===== config.mk =====
export PLATFORM = sky130hd
export DESIGN_NAME = gp_timer
export DESIGN_NICKNAME = d
export VERILOG_FILES = /design/src/common/timer_pkg.sv /design/src/common/cond_if.sv /design/src/rtl/sig_cond.sv /design/src/rtl/gp_timer.sv
export SDC_FILE = /design/constraint.sdc
export NUM_CORES = 1
export LEC_CHECK = 0
export BUFFER_PORTS_ARGS = -buffer_cell sky130_fd_sc_hd__clkbuf_2
export CORE_UTILIZATION = 57
export DETAILED_ROUTE_END_ITERATION = 16
export PLACE_DENSITY = 0.76
export SLEW_MARGIN = 30
export SYNTH_ARGS = -nofsm -noshare
export SYNTH_HDL_FRONTEND = slang
export SYNTH_SLANG_ARGS = --single-unit

===== constraint.sdc =====
create_clock -name ref_clk -period 8.8 [get_ports ref_clk]
set_input_delay 0.44 -clock ref_clk [delete_from_list [all_inputs] [get_ports ref_clk]]
set_output_delay 0.44 -clock ref_clk [all_outputs]
set_load 0.02 [all_outputs]

===== src/common/timer_pkg.sv =====
// constants, register map and modes of the general purpose timer core
// ***********************************************************************
// Overview of operation
// - with slave controller off, the prescaler runs from the kernel clock.
// - external clock mode 1 counts filtered, polarity-set channel 1..4 edges.
// - channel 1 both-edge pulse is a selectable trigger.
// - external trigger pin passes polarity, divider and filter into trigger select.
// - internal trigger is unfiltered and may reset, start, stop or clock us.
// - counter and reload are 16 or 32 bits wide per instance.
// - up mode counts from 0, wraps to 0 after reload, flags overflow.
// - overflow or underflow makes an update loading reload and divider shadows.
// - update disable suppresses update events and shadow loads.
// - down mode counts from reload, reloads after 0, flags underflow.
// - center mode counts 0 to reload and back, events at reload-1 and 1.
// - control register bits select up, down or center counting.
// - 16-bit divider divides the counter clock by 1 to 65536.
// - divider value is buffered and takes effect at the next update.
// - four independent capture/compare channels each own a match register.
// - capture input is filtered, edge detected and latches the count.
// - capture prescaler sets events needed per capture.
// - capture sets the channel flag and requests interrupt when enabled.
// - eight compare output modes are selected by the mode field.
// - on match the output goes high, low or toggles per mode and polarity.
// - set compare flag requests interrupt if enabled, DMA if selected.
// - PWM width follows match value, period follows reload, all count modes.
// - PWM mode 1 is active while count is below match value.
// - PWM mode 2 is inactive while count is below match value.
// - tick rate is prescaler input rate over divider value plus one.
// - mode codes 100 and 101 force reference inactive and active.
// ***********************************************************************
package timer_pkg;
	localparam logic [7:0] OFS_CTRL1 = 8'h00;
	localparam logic [7:0] OFS_CTRL2 = 8'h04;
	localparam logic [7:0] OFS_SLAVE = 8'h08;
	localparam logic [7:0] OFS_IEN = 8'h0c;
	localparam logic [7:0] OFS_STS = 8'h10;
	localparam logic [7:0] OFS_EVGEN = 8'h14;
	localparam logic [7:0] OFS_CHMODE = 8'h18;
	localparam logic [7:0] OFS_COUNT = 8'h24;
	localparam logic [7:0] OFS_DIV = 8'h28;
	localparam logic [7:0] OFS_RELOAD = 8'h2c;
	localparam logic [7:0] OFS_MATCH0 = 8'h34;
	localparam int CTRL1_EN = 0;
	localparam int CTRL1_UD = 1;
	localparam int CTRL1_DIR = 2;
	localparam int CH_OMODE = 0;
	localparam int CH_INPUT = 3;
	localparam int CH_CAPDIV = 4;
	localparam int CH_POL = 6;
	localparam int SLV_FUNC = 0;
	localparam int SLV_TSEL = 4;
	localparam int SLV_EPOL = 7;
	localparam int SLV_EDIV = 8;
	localparam int SLV_FLEN = 12;
	localparam int STS_UPD = 4;
	localparam logic [15:0] DIV_RST = 16'h0000;
	localparam logic [31:0] RELOAD_RST = 32'hffffffff;
	typedef enum logic [1:0] {
		CNT_UP = 2'b00, CNT_DOWN = 2'b01, CNT_CENTER = 2'b10
	} count_mode_t;
	typedef enum logic [2:0] {
		SLV_OFF = 3'b000, SLV_CLOCK = 3'b001, SLV_RESET = 3'b010,
		SLV_GATED = 3'b011, SLV_TRIG = 3'b100
	} slave_func_t;
	typedef enum logic [2:0] {
		OM_FREEZE = 3'b000, OM_SET = 3'b001, OM_CLR = 3'b010,
		OM_TOGGLE = 3'b011, OM_FORCE_LO = 3'b100, OM_FORCE_HI = 3'b101,
		OM_PWM1 = 3'b110, OM_PWM2 = 3'b111
	} out_mode_t;
	localparam logic [2:0] TSEL_EDGE1 = 3'h4;
	localparam logic [2:0] TSEL_EXT = 3'h5;
	localparam logic [2:0] TSEL_ITR = 3'h6;
endpackage : timer_pkg


===== src/common/cond_if.sv =====
// conditioned input signal carried from the input stage to the core
`timescale 1ns/1ns
interface cond_if;
	logic level;
	logic rise;
	logic fall;
	modport src (output level, rise, fall);
	modport dst (input level, rise, fall);
endinterface : cond_if


===== src/rtl/sig_cond.sv =====
// input stage: synchroniser, polarity, edge divider, filter, edge pulses
`timescale 1ns/1ns
module sig_cond #(
	parameter int FILT_W = 4
) (
	input wire logic ref_clk,
	input wire logic sys_rst,
	input wire logic pin,
	input wire logic invert,
	input wire logic [1:0] div_sel,
	input wire logic [FILT_W-1:0] filt_len,
	cond_if.src out
);
	initial begin
		if (FILT_W < 1 || FILT_W > 8) $error("sig_cond: bad FILT_W");
	end
	logic s1_reg, s2_reg, pol_q_reg, filt_reg;
	logic [2:0] ecnt_reg;
	logic [FILT_W-1:0] stab_reg;
	wire pol = s2_reg ^ invert;
	wire pol_rise = pol & ~pol_q_reg;
	// dividing by edge count keeps the duty of slow inputs irrelevant
	wire divided = (div_sel == 2'd0) ? pol : ecnt_reg[div_sel - 2'd1];
	wire differs = divided != filt_reg;
	wire settle = differs && (stab_reg >= filt_len);
	always_ff @(posedge ref_clk or posedge sys_rst) begin
		if (sys_rst) begin
			s1_reg <= 1'b0;
			s2_reg <= 1'b0;
			pol_q_reg <= 1'b0;
			ecnt_reg <= 3'd0;
			stab_reg <= '0;
			filt_reg <= 1'b0;
			out.level <= 1'b0;
			out.rise <= 1'b0;
			out.fall <= 1'b0;
		end else begin
			s1_reg <= pin;
			s2_reg <= s1_reg;
			pol_q_reg <= pol;
			if (pol_rise) ecnt_reg <= ecnt_reg + 3'd1;
			stab_reg <= (differs && !settle) ? stab_reg + 1'b1 : '0;
			if (settle) filt_reg <= divided;
			out.level <= filt_reg;
			out.rise <= settle & divided;
			out.fall <= settle & ~divided;
		end
	end
endmodule : sig_cond


===== src/rtl/gp_timer.sv =====
// general purpose timer core with Avalon-MM register slave
`timescale 1ns/1ns
module gp_timer import timer_pkg::*; #(
	parameter int CNT_W = 16
) (
	input wire logic ref_clk,
	input wire logic sys_rst,
	input wire logic [7:0] avs_address,
	input wire logic avs_read,
	input wire logic avs_write,
	input wire logic [31:0] avs_writedata,
	input wire logic [3:0] avs_byteenable,
	output logic [31:0] avs_readdata,
	output logic avs_waitrequest,
	input wire logic [3:0] ch_pin,
	input wire logic ext_trigger_pin,
	input wire logic itr_in,
	output logic [3:0] cmp_out,
	output logic irq_req,
	output logic dma_req
);
	initial begin
		if (CNT_W != 16 && CNT_W != 32) $error("gp_timer: CNT_W 16 or 32");
	end
	// ***************************************************************
	// register bus
	// ***************************************************************
	logic wait_reg;
	logic [31:0] rdata_reg;
	logic en_reg, ud_reg, dmasel_reg, ugen_reg, moved_reg, itr_q_reg;
	logic [1:0] mode_reg;
	logic [15:0] slave_reg;
	logic [7:0] ien_reg;
	logic [4:0] sts_reg;
	logic [31:0] chm_reg;
	logic [15:0] psc_reg, psc_sh_reg, pcnt_reg;
	logic [CNT_W-1:0] cnt_reg, arr_reg, arr_sh_reg;
	logic dn_reg;
	logic [CNT_W-1:0] ccr_reg [4];
	logic [2:0] evc_reg [4];
	logic [3:0] ref_reg, out_reg;
	logic irq_reg, dma_reg;

	function automatic logic [31:0] merge(input logic [31:0] old,
		input logic [31:0] wd, input logic [3:0] be);
		logic [31:0] r;
		r = old;
		for (int b = 0; b < 4; b++) begin
			if (be[b]) r[8*b +: 8] = wd[8*b +: 8];
		end
		return r;
	endfunction : merge

	// a write takes effect only at the edge where waitrequest is low
	wire wr = avs_write & ~wait_reg;
	wire [31:0] wd = merge(32'h0, avs_writedata, avs_byteenable);
	wire wr_ctrl1 = wr && avs_address == OFS_CTRL1;
	wire wr_ctrl2 = wr && avs_address == OFS_CTRL2;
	wire wr_slave = wr && avs_address == OFS_SLAVE;
	wire wr_ien = wr && avs_address == OFS_IEN;
	wire wr_sts = wr && avs_address == OFS_STS;
	wire wr_evgen = wr && avs_address == OFS_EVGEN;
	wire wr_chm = wr && avs_address == OFS_CHMODE;
	wire wr_cnt = wr && avs_address == OFS_COUNT;
	wire wr_div = wr && avs_address == OFS_DIV;
	wire wr_arr = wr && avs_address == OFS_RELOAD;
	wire [5:0] ch_word = 6'(avs_address[7:2] - OFS_MATCH0[7:2]);
	wire wr_ccr_any = wr && avs_address >= OFS_MATCH0 && ch_word < 6'd4;
	wire [31:0] cnt32 = 32'(cnt_reg);
	wire [31:0] arr32 = 32'(arr_reg);
	wire [31:0] ccr32 = (ch_word < 6'd4) ? 32'(ccr_reg[ch_word[1:0]]) : '0;
	wire [31:0] rd_mux =
		(avs_address == OFS_CTRL1) ? {28'h0, mode_reg, ud_reg, en_reg} :
		(avs_address == OFS_CTRL2) ? {31'h0, dmasel_reg} :
		(avs_address == OFS_SLAVE) ? {16'h0, slave_reg} :
		(avs_address == OFS_IEN) ? {24'h0, ien_reg} :
		(avs_address == OFS_STS) ? {27'h0, sts_reg} :
		(avs_address == OFS_CHMODE) ? chm_reg :
		(avs_address == OFS_COUNT) ? cnt32 :
		(avs_address == OFS_DIV) ? {16'h0, psc_reg} :
		(avs_address == OFS_RELOAD) ? arr32 :
		(avs_address >= OFS_MATCH0) ? ccr32 : 32'h0;

	always_ff @(posedge ref_clk or posedge sys_rst) begin
		if (sys_rst) begin
			wait_reg <= 1'b1;
			rdata_reg <= 32'h0;
		end else begin
			wait_reg <= ~((avs_read | avs_write) & wait_reg);
			if (avs_read & wait_reg) rdata_reg <= rd_mux;
		end
	end
	assign avs_waitrequest = wait_reg;
	assign avs_readdata = rdata_reg;

	// ***************************************************************
	// input conditioning and trigger selection
	// ***************************************************************
	wire [2:0] sfun = slave_reg[SLV_FUNC +: 3];
	wire [2:0] tsel = slave_reg[SLV_TSEL +: 3];
	wire [3:0] flen = slave_reg[SLV_FLEN +: 4];
	logic [4:0] c_lvl, c_rise, c_fall;
	wire [4:0] pins = {ext_trigger_pin, ch_pin};
	genvar gi;
	generate
		for (gi = 0; gi < 5; gi++) begin : g_in
			cond_if c_if ();
			wire inv = (gi == 4) ? slave_reg[SLV_EPOL] :
				chm_reg[8*(gi%4) + CH_POL];
			wire [1:0] dsel = (gi == 4) ? slave_reg[SLV_EDIV +: 2] : 2'd0;
			sig_cond #(.FILT_W(4)) u_cond (
				.ref_clk(ref_clk),
				.sys_rst(sys_rst),
				.pin(pins[gi]),
				.invert(inv),
				.div_sel(dsel),
				.filt_len(flen),
				.out(c_if.src)
			);
			assign c_lvl[gi] = c_if.level;
			assign c_rise[gi] = c_if.rise;
			assign c_fall[gi] = c_if.fall;
		end
	endgenerate

	wire ch1_both_edge_pulse = c_rise[0] | c_fall[0];
	wire itr_rise = itr_in & ~itr_q_reg;
	wire slave_trigger_select_in =
		(tsel < TSEL_EDGE1) ? c_lvl[tsel[1:0]] :
		(tsel == TSEL_EDGE1) ? ch1_both_edge_pulse :
		(tsel == TSEL_EXT) ? c_lvl[4] : itr_in;
	wire trig_rise =
		(tsel < TSEL_EDGE1) ? c_rise[tsel[1:0]] :
		(tsel == TSEL_EDGE1) ? ch1_both_edge_pulse :
		(tsel == TSEL_EXT) ? c_rise[4] : itr_rise;

	// ***************************************************************
	// clock source, prescaler and time base
	// ***************************************************************
	// one source only is ever selected; clock mode passes edge pulses,
	// gated mode the trigger level and every other mode a constant 1
	wire prescaler_input_clock =
		(sfun == SLV_CLOCK) ? trig_rise :
		(sfun == SLV_GATED) ? slave_trigger_select_in : 1'b1;
	wire slave_reinit = (sfun == SLV_RESET) && trig_rise;
	wire reinit = ugen_reg | slave_reinit;
	wire run = en_reg && arr_sh_reg != '0;
	wire psc_hit = pcnt_reg == psc_sh_reg;
	// tick rate is the input rate over divider+1
	wire counter_tick_clock = run & prescaler_input_clock & psc_hit;
	wire [CNT_W-1:0] arr_m1 = arr_sh_reg - 1'b1;

	logic [CNT_W-1:0] cnt_next;
	logic dn_next, wrap_evt;
	always_comb begin
		cnt_next = cnt_reg;
		dn_next = dn_reg;
		wrap_evt = 1'b0;
		case (count_mode_t'(mode_reg))
			CNT_UP: begin
				wrap_evt = cnt_reg == arr_sh_reg;
				cnt_next = wrap_evt ? '0 : cnt_reg + 1'b1;
			end
			CNT_DOWN: begin
				wrap_evt = cnt_reg == '0;
				cnt_next = wrap_evt ? arr_sh_reg : cnt_reg - 1'b1;
			end
			CNT_CENTER: begin
				if (!dn_reg) begin
					wrap_evt = cnt_reg == arr_m1;
					dn_next = cnt_reg >= arr_m1;
					cnt_next = (cnt_reg >= arr_sh_reg) ? arr_m1 : cnt_reg + 1'b1;
				end else begin
					wrap_evt = cnt_reg == CNT_W'(1);
					dn_next = cnt_reg > CNT_W'(1);
					cnt_next = (cnt_reg == '0) ? CNT_W'(1) : cnt_reg - 1'b1;
				end
			end
			default: begin
				cnt_next = cnt_reg;
			end
		endcase
	end

	wire uev = (reinit | (counter_tick_clock & wrap_evt)) & ~ud_reg;
	wire [CNT_W-1:0] init_val = (mode_reg == CNT_DOWN) ? arr_sh_reg : '0;

	always_ff @(posedge ref_clk or posedge sys_rst) begin
		if (sys_rst) begin
			pcnt_reg <= 16'h0;
			psc_sh_reg <= DIV_RST;
			arr_sh_reg <= CNT_W'(RELOAD_RST);
			cnt_reg <= '0;
			dn_reg <= 1'b0;
			moved_reg <= 1'b0;
			itr_q_reg <= 1'b0;
		end else begin
			itr_q_reg <= itr_in;
			moved_reg <= counter_tick_clock;
			if (uev || reinit) pcnt_reg <= 16'h0;
			else if (run && prescaler_input_clock)
				pcnt_reg <= psc_hit ? 16'h0 : pcnt_reg + 16'h1;
			if (uev) begin
				psc_sh_reg <= psc_reg;
				arr_sh_reg <= arr_reg;
			end
			if (wr_cnt) cnt_reg <= wd[CNT_W-1:0];
			else if (reinit) cnt_reg <= init_val;
			else if (counter_tick_clock) cnt_reg <= cnt_next;
			if (reinit) dn_reg <= 1'b0;
			else if (counter_tick_clock) dn_reg <= dn_next;
		end
	end

	// ***************************************************************
	// control registers and status flags
	// ***************************************************************
	logic [3:0] cap_set, cmp_set;
	wire [4:0] set_bits = {uev, cap_set | cmp_set};
	wire [4:0] keep = wr_sts ? wd[4:0] : 5'h1f;

	always_ff @(posedge ref_clk or posedge sys_rst) begin
		if (sys_rst) begin
			en_reg <= 1'b0;
			ud_reg <= 1'b0;
			mode_reg <= CNT_UP;
			dmasel_reg <= 1'b0;
			slave_reg <= 16'h0;
			ien_reg <= 8'h0;
			sts_reg <= 5'h0;
			chm_reg <= 32'h0;
			psc_reg <= DIV_RST;
			arr_reg <= CNT_W'(RELOAD_RST);
			ugen_reg <= 1'b0;
			irq_reg <= 1'b0;
			dma_reg <= 1'b0;
		end else begin
			if (wr_ctrl1) begin
				en_reg <= wd[CTRL1_EN];
				ud_reg <= wd[CTRL1_UD];
				mode_reg <= wd[CTRL1_DIR +: 2];
			end else if (sfun == SLV_TRIG && trig_rise) begin
				en_reg <= 1'b1;
			end
			if (wr_ctrl2) dmasel_reg <= wd[0];
			if (wr_slave) slave_reg <= wd[15:0];
			if (wr_ien) ien_reg <= wd[7:0];
			if (wr_chm) chm_reg <= merge(chm_reg, avs_writedata, avs_byteenable);
			if (wr_div) psc_reg <= wd[15:0];
			if (wr_arr) arr_reg <= wd[CNT_W-1:0];
			ugen_reg <= wr_evgen & wd[0];
			// write zero clears; a same-cycle event still sets
			sts_reg <= (sts_reg & keep) | set_bits;
			irq_reg <= |(sts_reg[3:0] & ien_reg[3:0]);
			dma_reg <= dmasel_reg & |(sts_reg[3:0] & ien_reg[7:4]);
		end
	end
	assign irq_req = irq_reg;
	assign dma_req = dma_reg;

	// ***************************************************************
	// capture/compare channels
	// ***************************************************************
	logic [3:0] cap_hit;
	generate
		for (gi = 0; gi < 4; gi++) begin : g_ch
			wire [7:0] cm = chm_reg[8*gi +: 8];
			wire is_in = cm[CH_INPUT];
			wire [2:0] need = 3'((1 << cm[CH_CAPDIV +: 2]) - 1);
			wire hit = cnt_reg == ccr_reg[gi];
			assign cap_hit[gi] = is_in & c_rise[gi] & (evc_reg[gi] == need);
			assign cap_set[gi] = cap_hit[gi];
			assign cmp_set[gi] = ~is_in & moved_reg & hit;
			logic ref_next;
			always_comb begin
				case (out_mode_t'(cm[CH_OMODE +: 3]))
					OM_FREEZE: ref_next = ref_reg[gi];
					OM_SET: ref_next = ref_reg[gi] | cmp_set[gi];
					OM_CLR: ref_next = ref_reg[gi] & ~cmp_set[gi];
					OM_TOGGLE: ref_next = ref_reg[gi] ^ cmp_set[gi];
					OM_FORCE_LO: ref_next = 1'b0;
					OM_FORCE_HI: ref_next = 1'b1;
					// width from match value, period from reload shadow
					OM_PWM1: ref_next = cnt_reg < ccr_reg[gi];
					OM_PWM2: ref_next = !(cnt_reg < ccr_reg[gi]);
					default: ref_next = 1'b0;
				endcase
			end
			always_ff @(posedge ref_clk or posedge sys_rst) begin
				if (sys_rst) begin
					ccr_reg[gi] <= '0;
					evc_reg[gi] <= 3'd0;
					ref_reg[gi] <= 1'b0;
					out_reg[gi] <= 1'b0;
				end else begin
					if (is_in && c_rise[gi])
						evc_reg[gi] <= cap_hit[gi] ? 3'd0 : evc_reg[gi] + 3'd1;
					if (cap_hit[gi]) ccr_reg[gi] <= cnt_reg;
					else if (wr_ccr_any && ch_word[1:0] == 2'(gi))
						ccr_reg[gi] <= wd[CNT_W-1:0];
					ref_reg[gi] <= is_in ? 1'b0 : ref_next;
					out_reg[gi] <= ref_next ^ cm[CH_POL];
				end
			end
		end
	endgenerate
	assign cmp_out = out_reg;

	// ***************************************************************
	// checks
	// ***************************************************************
	wire quiet = !wr_cnt && !reinit;
	wire [2:0] om0 = chm_reg[CH_OMODE +: 3];
endmodule : gp_timer


Word-level counts from Yosys, hierarchy flattened. Index checks and enable logic that the tools add are counted.

Register bits after elaboration: 335. Output and inout port bits: 39. Logic and storage cells: 409.

Add/subtract/negate cells: 20. Magnitude comparators: 18. Eq/ne operators: 65. Shifts and indexed selects: 4. Multiplexer cells: 78. Bitwise operators: 78. Reduce and logical (&&, ||, !) cells: 72.

Operators with widths (number): 2-to-1 mux 16 bit (27); 2-to-1 mux 32 bit (6); == test 16 bit (7); less-than comparator 16 bit (4); == test 3 bit, second input constant (19); one-hot mux 16 bit (3 select lines) (1); bitwise AND 1 bit (37); logical AND 1 bit (34); adder 16 x 1 -> 16 bit, second input constant (2); binary-select mux 16 bit (select 2 bit) (1); >= comparator 16 bit (2); one-hot mux 1 bit (8 select lines) (4); subtractor 16 x 1 -> 16 bit, second input constant (2); == test 3 x 2 -> 1 bit, second input constant (10); == test 8 x 5 -> 1 bit, second input constant (3); == test 8 x 6 -> 1 bit, second input constant (3); 2-to-1 mux 1 bit (23); adder 4 x 1 -> 4 bit, second input constant (5); >= comparator 4 bit (5); 2-to-1 mux 4 bit (5); == test 16 x 1 -> 1 bit, second input constant (1); == test 8 x 4 -> 1 bit, second input constant (2); > comparator 16 x 1 -> 1 bit, second input constant (1); zero test 16 bit (1); 41 further kinds (130).

Logic depth before layout (Yosys ltp).
Depth in word-level cells: 16. Gate-level depth with buffers: 16. Depth with buffers taken out: 15.

Cells and area by module. Synthesis repeated with hierarchy kept, for this count alone.

Cell total of the unflattened synthesis: 2286. Area, all modules: 21923.5 um^2.

By module, submodules not included: gp_timer (instances 1, cells an instance 1991, area an instance 18407.7 um^2, sequential area each 7173.1 um^2); sig_cond (instances 5, cells an instance 59, area an instance 703.2 um^2, sequential area each 350.3 um^2).

Least setup slack after synthesis. OpenSTA, ideal clock, no wires.

Path kind: register -> register. From: register arr_sh_reg[0]. To: register psc_sh_reg[0]. Data arrival time: 3.484 ns. Slack: 5.188 ns. Cell stages (with the launch flop): 16. Cell sequence: dfstp_2 inv_1 ha_1 nor4b_1 nand2_1 or4_1 xnor2_1 ha_1 nand4_1 nor2_1 a32o_1 o311ai_0 nand3b_1 a21oi_2 buf_4 mux2_1.

Cells in the longest elaborated chain, start to end: 7. Elaborated cells between the ends (all ways): 12.

Ends and longest elaborated chain: from (decl) (line gp_timer.sv:37) `logic [CNT_W-1:0] cnt_reg, arr_reg, arr_sh_reg;`; from (signal assigned) (line gp_timer.sv:192) `arr_sh_reg <= CNT_W'(RELOAD_RST);`; from (signal assigned) (line gp_timer.sv:205) `arr_sh_reg <= arr_reg;`; subtractor 16 x 1 -> 16 bit or nonzero test 16 bit (tied branches) (line gp_timer.sv:151, gp_timer.sv:147); == test 16 bit or logical AND 1 bit (tied branches) (line gp_timer.sv:170, gp_timer.sv:147); 2-to-1 mux 1 bit or bitwise AND 1 bit (tied branches) (line gp_timer.sv:169, gp_timer.sv:150); one-hot mux 1 bit (3 select lines) or bitwise AND 1 bit (tied branches) (line gp_timer.sv:159, gp_timer.sv:150); bitwise AND 1 bit * (line gp_timer.sv:185) `wire uev = (reinit | (counter_tick_clock & wrap_evt)) & ~ud_reg;`; bitwise OR 1 bit * (line gp_timer.sv:185); bitwise AND 1 bit * (line gp_timer.sv:185); to (signal assigned) (line gp_timer.sv:204) `psc_sh_reg <= psc_reg;`; to (decl) (line gp_timer.sv:36) `logic [15:0] psc_reg, psc_sh_reg, pcnt_reg;`.

Every way passes the cells marked *; elsewhere a longest branch is shown, timed or not. A chain may end at the register's enable or synchronous reset.

Worst setup path in the final report.
From: register arr_sh_reg[0]. To: register arr_sh_reg[6].

Cells in the longest elaborated chain, start to end: 7. Elaborated cells between the ends (all ways): 12.

Ends and longest elaborated chain (line): subtractor 16 x 1 -> 16 bit or nonzero test 16 bit (tied branches) (gp_timer.sv:151, gp_timer.sv:147); == test 16 bit or logical AND 1 bit (tied branches) (gp_timer.sv:170, gp_timer.sv:147); 2-to-1 mux 1 bit or bitwise AND 1 bit (tied branches) (gp_timer.sv:169, gp_timer.sv:150); one-hot mux 1 bit (3 select lines) or bitwise AND 1 bit (tied branches) (gp_timer.sv:159, gp_timer.sv:150); bitwise AND 1 bit * (gp_timer.sv:185); bitwise OR 1 bit * (gp_timer.sv:185); bitwise AND 1 bit * (gp_timer.sv:185).

Marks and branches as above.

==> impl.org <==
** Outcome
- The run finished with clean final reports.

** STA
- For the pin with the worst max-slew slack, the measured transition is between 1 and 1.5 ns.
- Worst hold margin :: 0.008355 ns
- Setup slack on the critical path of the routed design comes to around 4 ns.
- The number of hold-slack violations in the final timing report came to 0.
- Derived from the worst setup path, the maximum achievable clock frequency is around 0.21 GHz.
- Setup TNS Final :: 0 ns
- Setup repair after global routing left no endpoint under its margin.
- Final period util :: a little over half
- Worst-case headroom to the max-slew limit :: about a quarter
- The count of final max-slew check failures is 0.
- Minimum clock period :: roughly 4.8 ns
- Setup violations remaining at the end of the flow were counted as 0.
- On the final layout, the worst clock skew is around 0.011 ns.

** Setup path
- Measured in cells, the most critical reg-to-reg path has a length of 15.
- On the worst path, the slowest cell contributes a delay of about 0.63 ns.
- Of all nets on the critical path, the largest fanout is 18.
- FF-to-FF End :: arr_sh_reg[6]$_DFFE_PP1P_
- The worst register-to-register path begins at arr_sh_reg[0]$_DFFE_PP1P_.
- Data arrives at the worst endpoint at roughly 5.3 ns.
- Critical Setup Path Class :: reg2reg
- STA classifies the critical path startpoint as a flop.
- The slowest stage of the critical path is the a21oi_4 cell.
- For flop-to-flop paths, the worst setup slack is between 4 and 5 ns.
- By instance count, the cell type seen most on the critical path is ha_1.
- The kind of cell with the highest combined delay along the critical path is simple AND/OR/NAND/NOR gates.
- STA classifies the critical path endpoint as a flop.
- Data required time at the worst endpoint :: between 9 and 10 ns
- Bufs and invs on worst path :: 2
- Walking the worst path, the cells encountered are inv_1 -> ha_1 -> nor4b_1 -> nand2_1 -> or4_1 -> xnor2_1 -> ha_1 -> nand4_1 -> nor2_1 -> a32o_1 -> o311ai_0 -> nand3b_1 -> a21oi_4 -> buf_16 -> mux2_1.

** Logic synthesis
- Register bit total from synthesis :: roughly 340
- After synthesis, the netlist uses slightly above 80 different library cells.
- Combined area of all synthesized cells :: 20,550 sq um
- Seq/Total Area, Yosys :: roughly 41%
- Area fraction of the dominant cell type after synthesis :: between 30% and 40%
- Synthesized instance count :: ~2,200
- Post-synth top area cell :: dfrtp_1
- The synthesized design contains 0 enable-type register cells.
- Each instance of the synthesized netlist takes up on average about 9.4 sq um.
- Warnings, synthesis :: 0
- Share of flip-flops with an asynchronous set or reset :: 100.0%
- Cell types with the largest area share after synthesis :: dfrtp_1, ha_1, dfstp_2
- Mapped Nets :: around 2,400
- Top flip-flop cell by instance count after synthesis :: dfrtp_1

** CTS
- Sink count of the clock tree :: roughly 340
- No sink is reached through more buffers than the 3 on the longest clock path.
- Source-to-sink clock delay at the later pin of the worst-skew pair :: approximately 0.54 ns
- Number of buffers inserted during clock tree synthesis :: 38
- Clock-pin slew was measured on the worst setup and hold paths at 0.06 ns.
- The tree is rooted in a clkbuf_16.
- TritonCTS built the clock tree.
- The clock tree synthesis step divided the H-tree into 2 levels.

** Cells and area
- Area added between synthesis and finish :: 11.55%
- With fillers left out, the area of the finished cells amounts to between 20,000 and 25,000 sq um.
- Leaving out fill and tap cells, the most frequent cell in the layout is dfrtp_1.
- 0 antenna diodes ended up in the layout.
- The post-route netlist has 14.19% of its cells at a drive strength greater than 1.
- Utilization after layout :: 64.59%
- Leading cell types in the layout, fill and taps excluded :: dfrtp_1, nor2_1, nand2_1
- For this run, the post-layout net count is between 2,000 and 2,500.
- Max reg flops :: 64
- Fill cells in the final layout number between 2,000 and 3,000.

** Worst hold path
- The startpoint identified for the worst hold timing path is ch_pin[2].
- Worst min path class :: in2reg
- Worst Hold End :: g_in[2].u_cond.s1_reg$_DFF_PP0_
- Along the worst hold path, the cell count comes to 1.

** Global routing
- The via count of the first global-routing pass was 17,150.
- The number of antenna violations at the first check in global routing was 5.
- First-pass GRT wire length :: 101.1 mm
- Entering global routing, the biggest net connects between 150 and 200 pins.
- Total gr overflow :: 0
- In the global route stage, overall resource usage came out at a little under two fifths.

** Placement
- The count of buffers added on input and output ports is about 90.
- The congestion estimate from routability-driven global placement came to 0.9888.
- Worst Setup Slack post-DPL :: just over 4 ns
- Final HPWL DP :: 47.64 mm
- Once placement finished, the instance area stood at between 20,000 and 25,000 sq um.

** Die
- The initial utilization of the core area, before any placement, comes to between 50 and 60%.
- Horizontal die dimension :: ~190 microns
- I/O pin cnt :: 93
- Row cnt :: 69
- Die boundary height :: approximately 190 microns
- The die covers between 30,000 and 40,000 sq um.
- The core region is around 35,000 sq um.

** Drt
- Average wire per standard cell :: 24.60 microns
- Antenna Nets Post-Route :: 0
- The first detailed-routing pass ran for 7 iterations.
- In the routed design, unresolved DRC markers number 0.
- Total vias in the final route :: about 18,000
- After detailed routing, the total wire length is between 60 and 70 mm.
- The first routing iteration left 2,184 violations.
- Using the TritonRoute via totals, the vias-per-cell ratio works out to ~6.6.

** Pwr
- Internal power :: 0.003263 W
- Switching Share :: around 34%
- Per report_power, the sequential group accounts for 36.2% of the total.
- Across the VDD grid, the largest voltage drop is about 0.19 mV.
- Combinational group share of total power :: approximately 29%
- Reported leakage power :: around 11 nW
- In this run the power density over the cells is about 220 nW/um^2.
- Share of power burned in the clock network :: between 30% and 40%
- Sw power :: between 0.0015 and 0.002 W

** Job
- Across the run, the number of max-cap violations was 0.
cells by family after synthesis:
| logic type | synth area share [%] |
|---|---|
| XOR/XNOR | 3.879 |
| adder cells (fa/ha/maj) | 9.256 |
| buffers and inverters | 4.610 |
| flip-flops | 41.00 |
| multiplexers | 6.583 |
| AND/OR/NAND/NOR | 15.50 |
| AO/OA/AOI/OAI | 19.18 |
layout make-up:
cell class	instances	area, sq um	share of cell area [%]
clock buffer	49	1094	4.771
timing repair buffer	134	830.8	3.625
sequential	335	8424	36.76
tap	461	576.8	2.517
clock inverter	19	260.3	1.135
inverter	128	484.2	2.113
multi-input combinational	1605	11250	49.08
worst max path at each step:
| stage | start | end | cells past startpoint | slack [ns] |
|---|---|---|---|---|
| 4_1_cts | arr_sh_reg[0]$_DFFE_PP1P_ | arr_sh_reg[6]$_DFFE_PP1P_ | 15 | 4.09 |
| 5_1_grt | arr_sh_reg[0]$_DFFE_PP1P_ | arr_sh_reg[0]$_DFFE_PP1P_ | 15 | 3.74 |
| 3_3_place_gp | arr_sh_reg[1]$_DFFE_PP1P_ | psc_sh_reg[13]$_DFFE_PP0P_ | 14 | 3.94 |
| 3_5_place_dp | arr_sh_reg[0]$_DFFE_PP1P_ | arr_sh_reg[9]$_DFFE_PP1P_ | 15 | 4.11 |
| 6_report | arr_sh_reg[0]$_DFFE_PP1P_ | arr_sh_reg[6]$_DFFE_PP1P_ | 15 | 4.01 |
| 2_1_floorplan | sys_rst | avs_readdata[0]$_DFFE_PP0P_ | 1 | 3.91 |
per-stage QoR:
step	instances	total power, W
final	2731	0.004951
after global routing	2731	0.005133
after CTS	2731	0.004909
after detailed placement	2660	0.003187
after global placement	2658	0.003150
after floorplan	2184	0.002721
power by group through the flow:
stage | clock [W] | combinational (W) | sequential, W
after floorplan | 0 | 0.000908 | 0.00181
after global placement | 0 | 0.00134 | 0.00181
after detailed placement | 0 | 0.00137 | 0.00181
after CTS | 0.00174 | 0.00138 | 0.00179
after global routing | 0.00180 | 0.00153 | 0.00181
final | 0.00173 | 0.00142 | 0.00179
worst register-to-register path, delay by kind of cell, from the launching register on:
kind | cells | cell delay (ns)
and+or+nand+nor | 6 | 1.86
AOI/OAI and AO/OA | 3 | 1.02
adders and majority gates | 2 | 0.54
DFF | 1 | 0.41
buffers and inverters | 2 | 0.35
muxes | 1 | 0.35
xor gates and xnor gates | 1 | 0.17
metal layers:
layer	wire length, microns	up-vias	track usage, %
li1	-	8070	-
met1	27220	8754	49.88
met2	29140	974	54.21
met3	7235	226	9.337
met4	3528	6	18.41
met5	40	-	0
cell usage after synthesis (16+ instances only):
master / n
nand3_1: 53
a22oi_1: 28
a31oi_1: 16
nand4_1: 42
a22o_1: 22
nand2b_1: 17
xor2_1: 26
clkbuf_1: 98
ha_1: 152
nor2_1: 193
dfstp_2: 33
nand2_1: 178
a221oi_1: 33
xnor2_1: 65
mux2i_1: 17
mux4_2: 20
a21o_1: 29
o21ai_0: 160
nor2b_1: 19
nor3_1: 39
and3_1: 24
dfrtp_1: 302
a211oi_1: 62
inv_1: 128
mux2_1: 29
mux2_2: 36
a21oi_1: 170
repair_timing:
| item | in CTS | in global routing |
|---|---|---|
| hold buffers | 3 | 0 |
| gates resized for setup | 0 | 0 |
| buffers inserted | 0 | 0 |
| endpoints found under the hold margin | 30 | 0 |
Power figures use the tool's default switching activity.
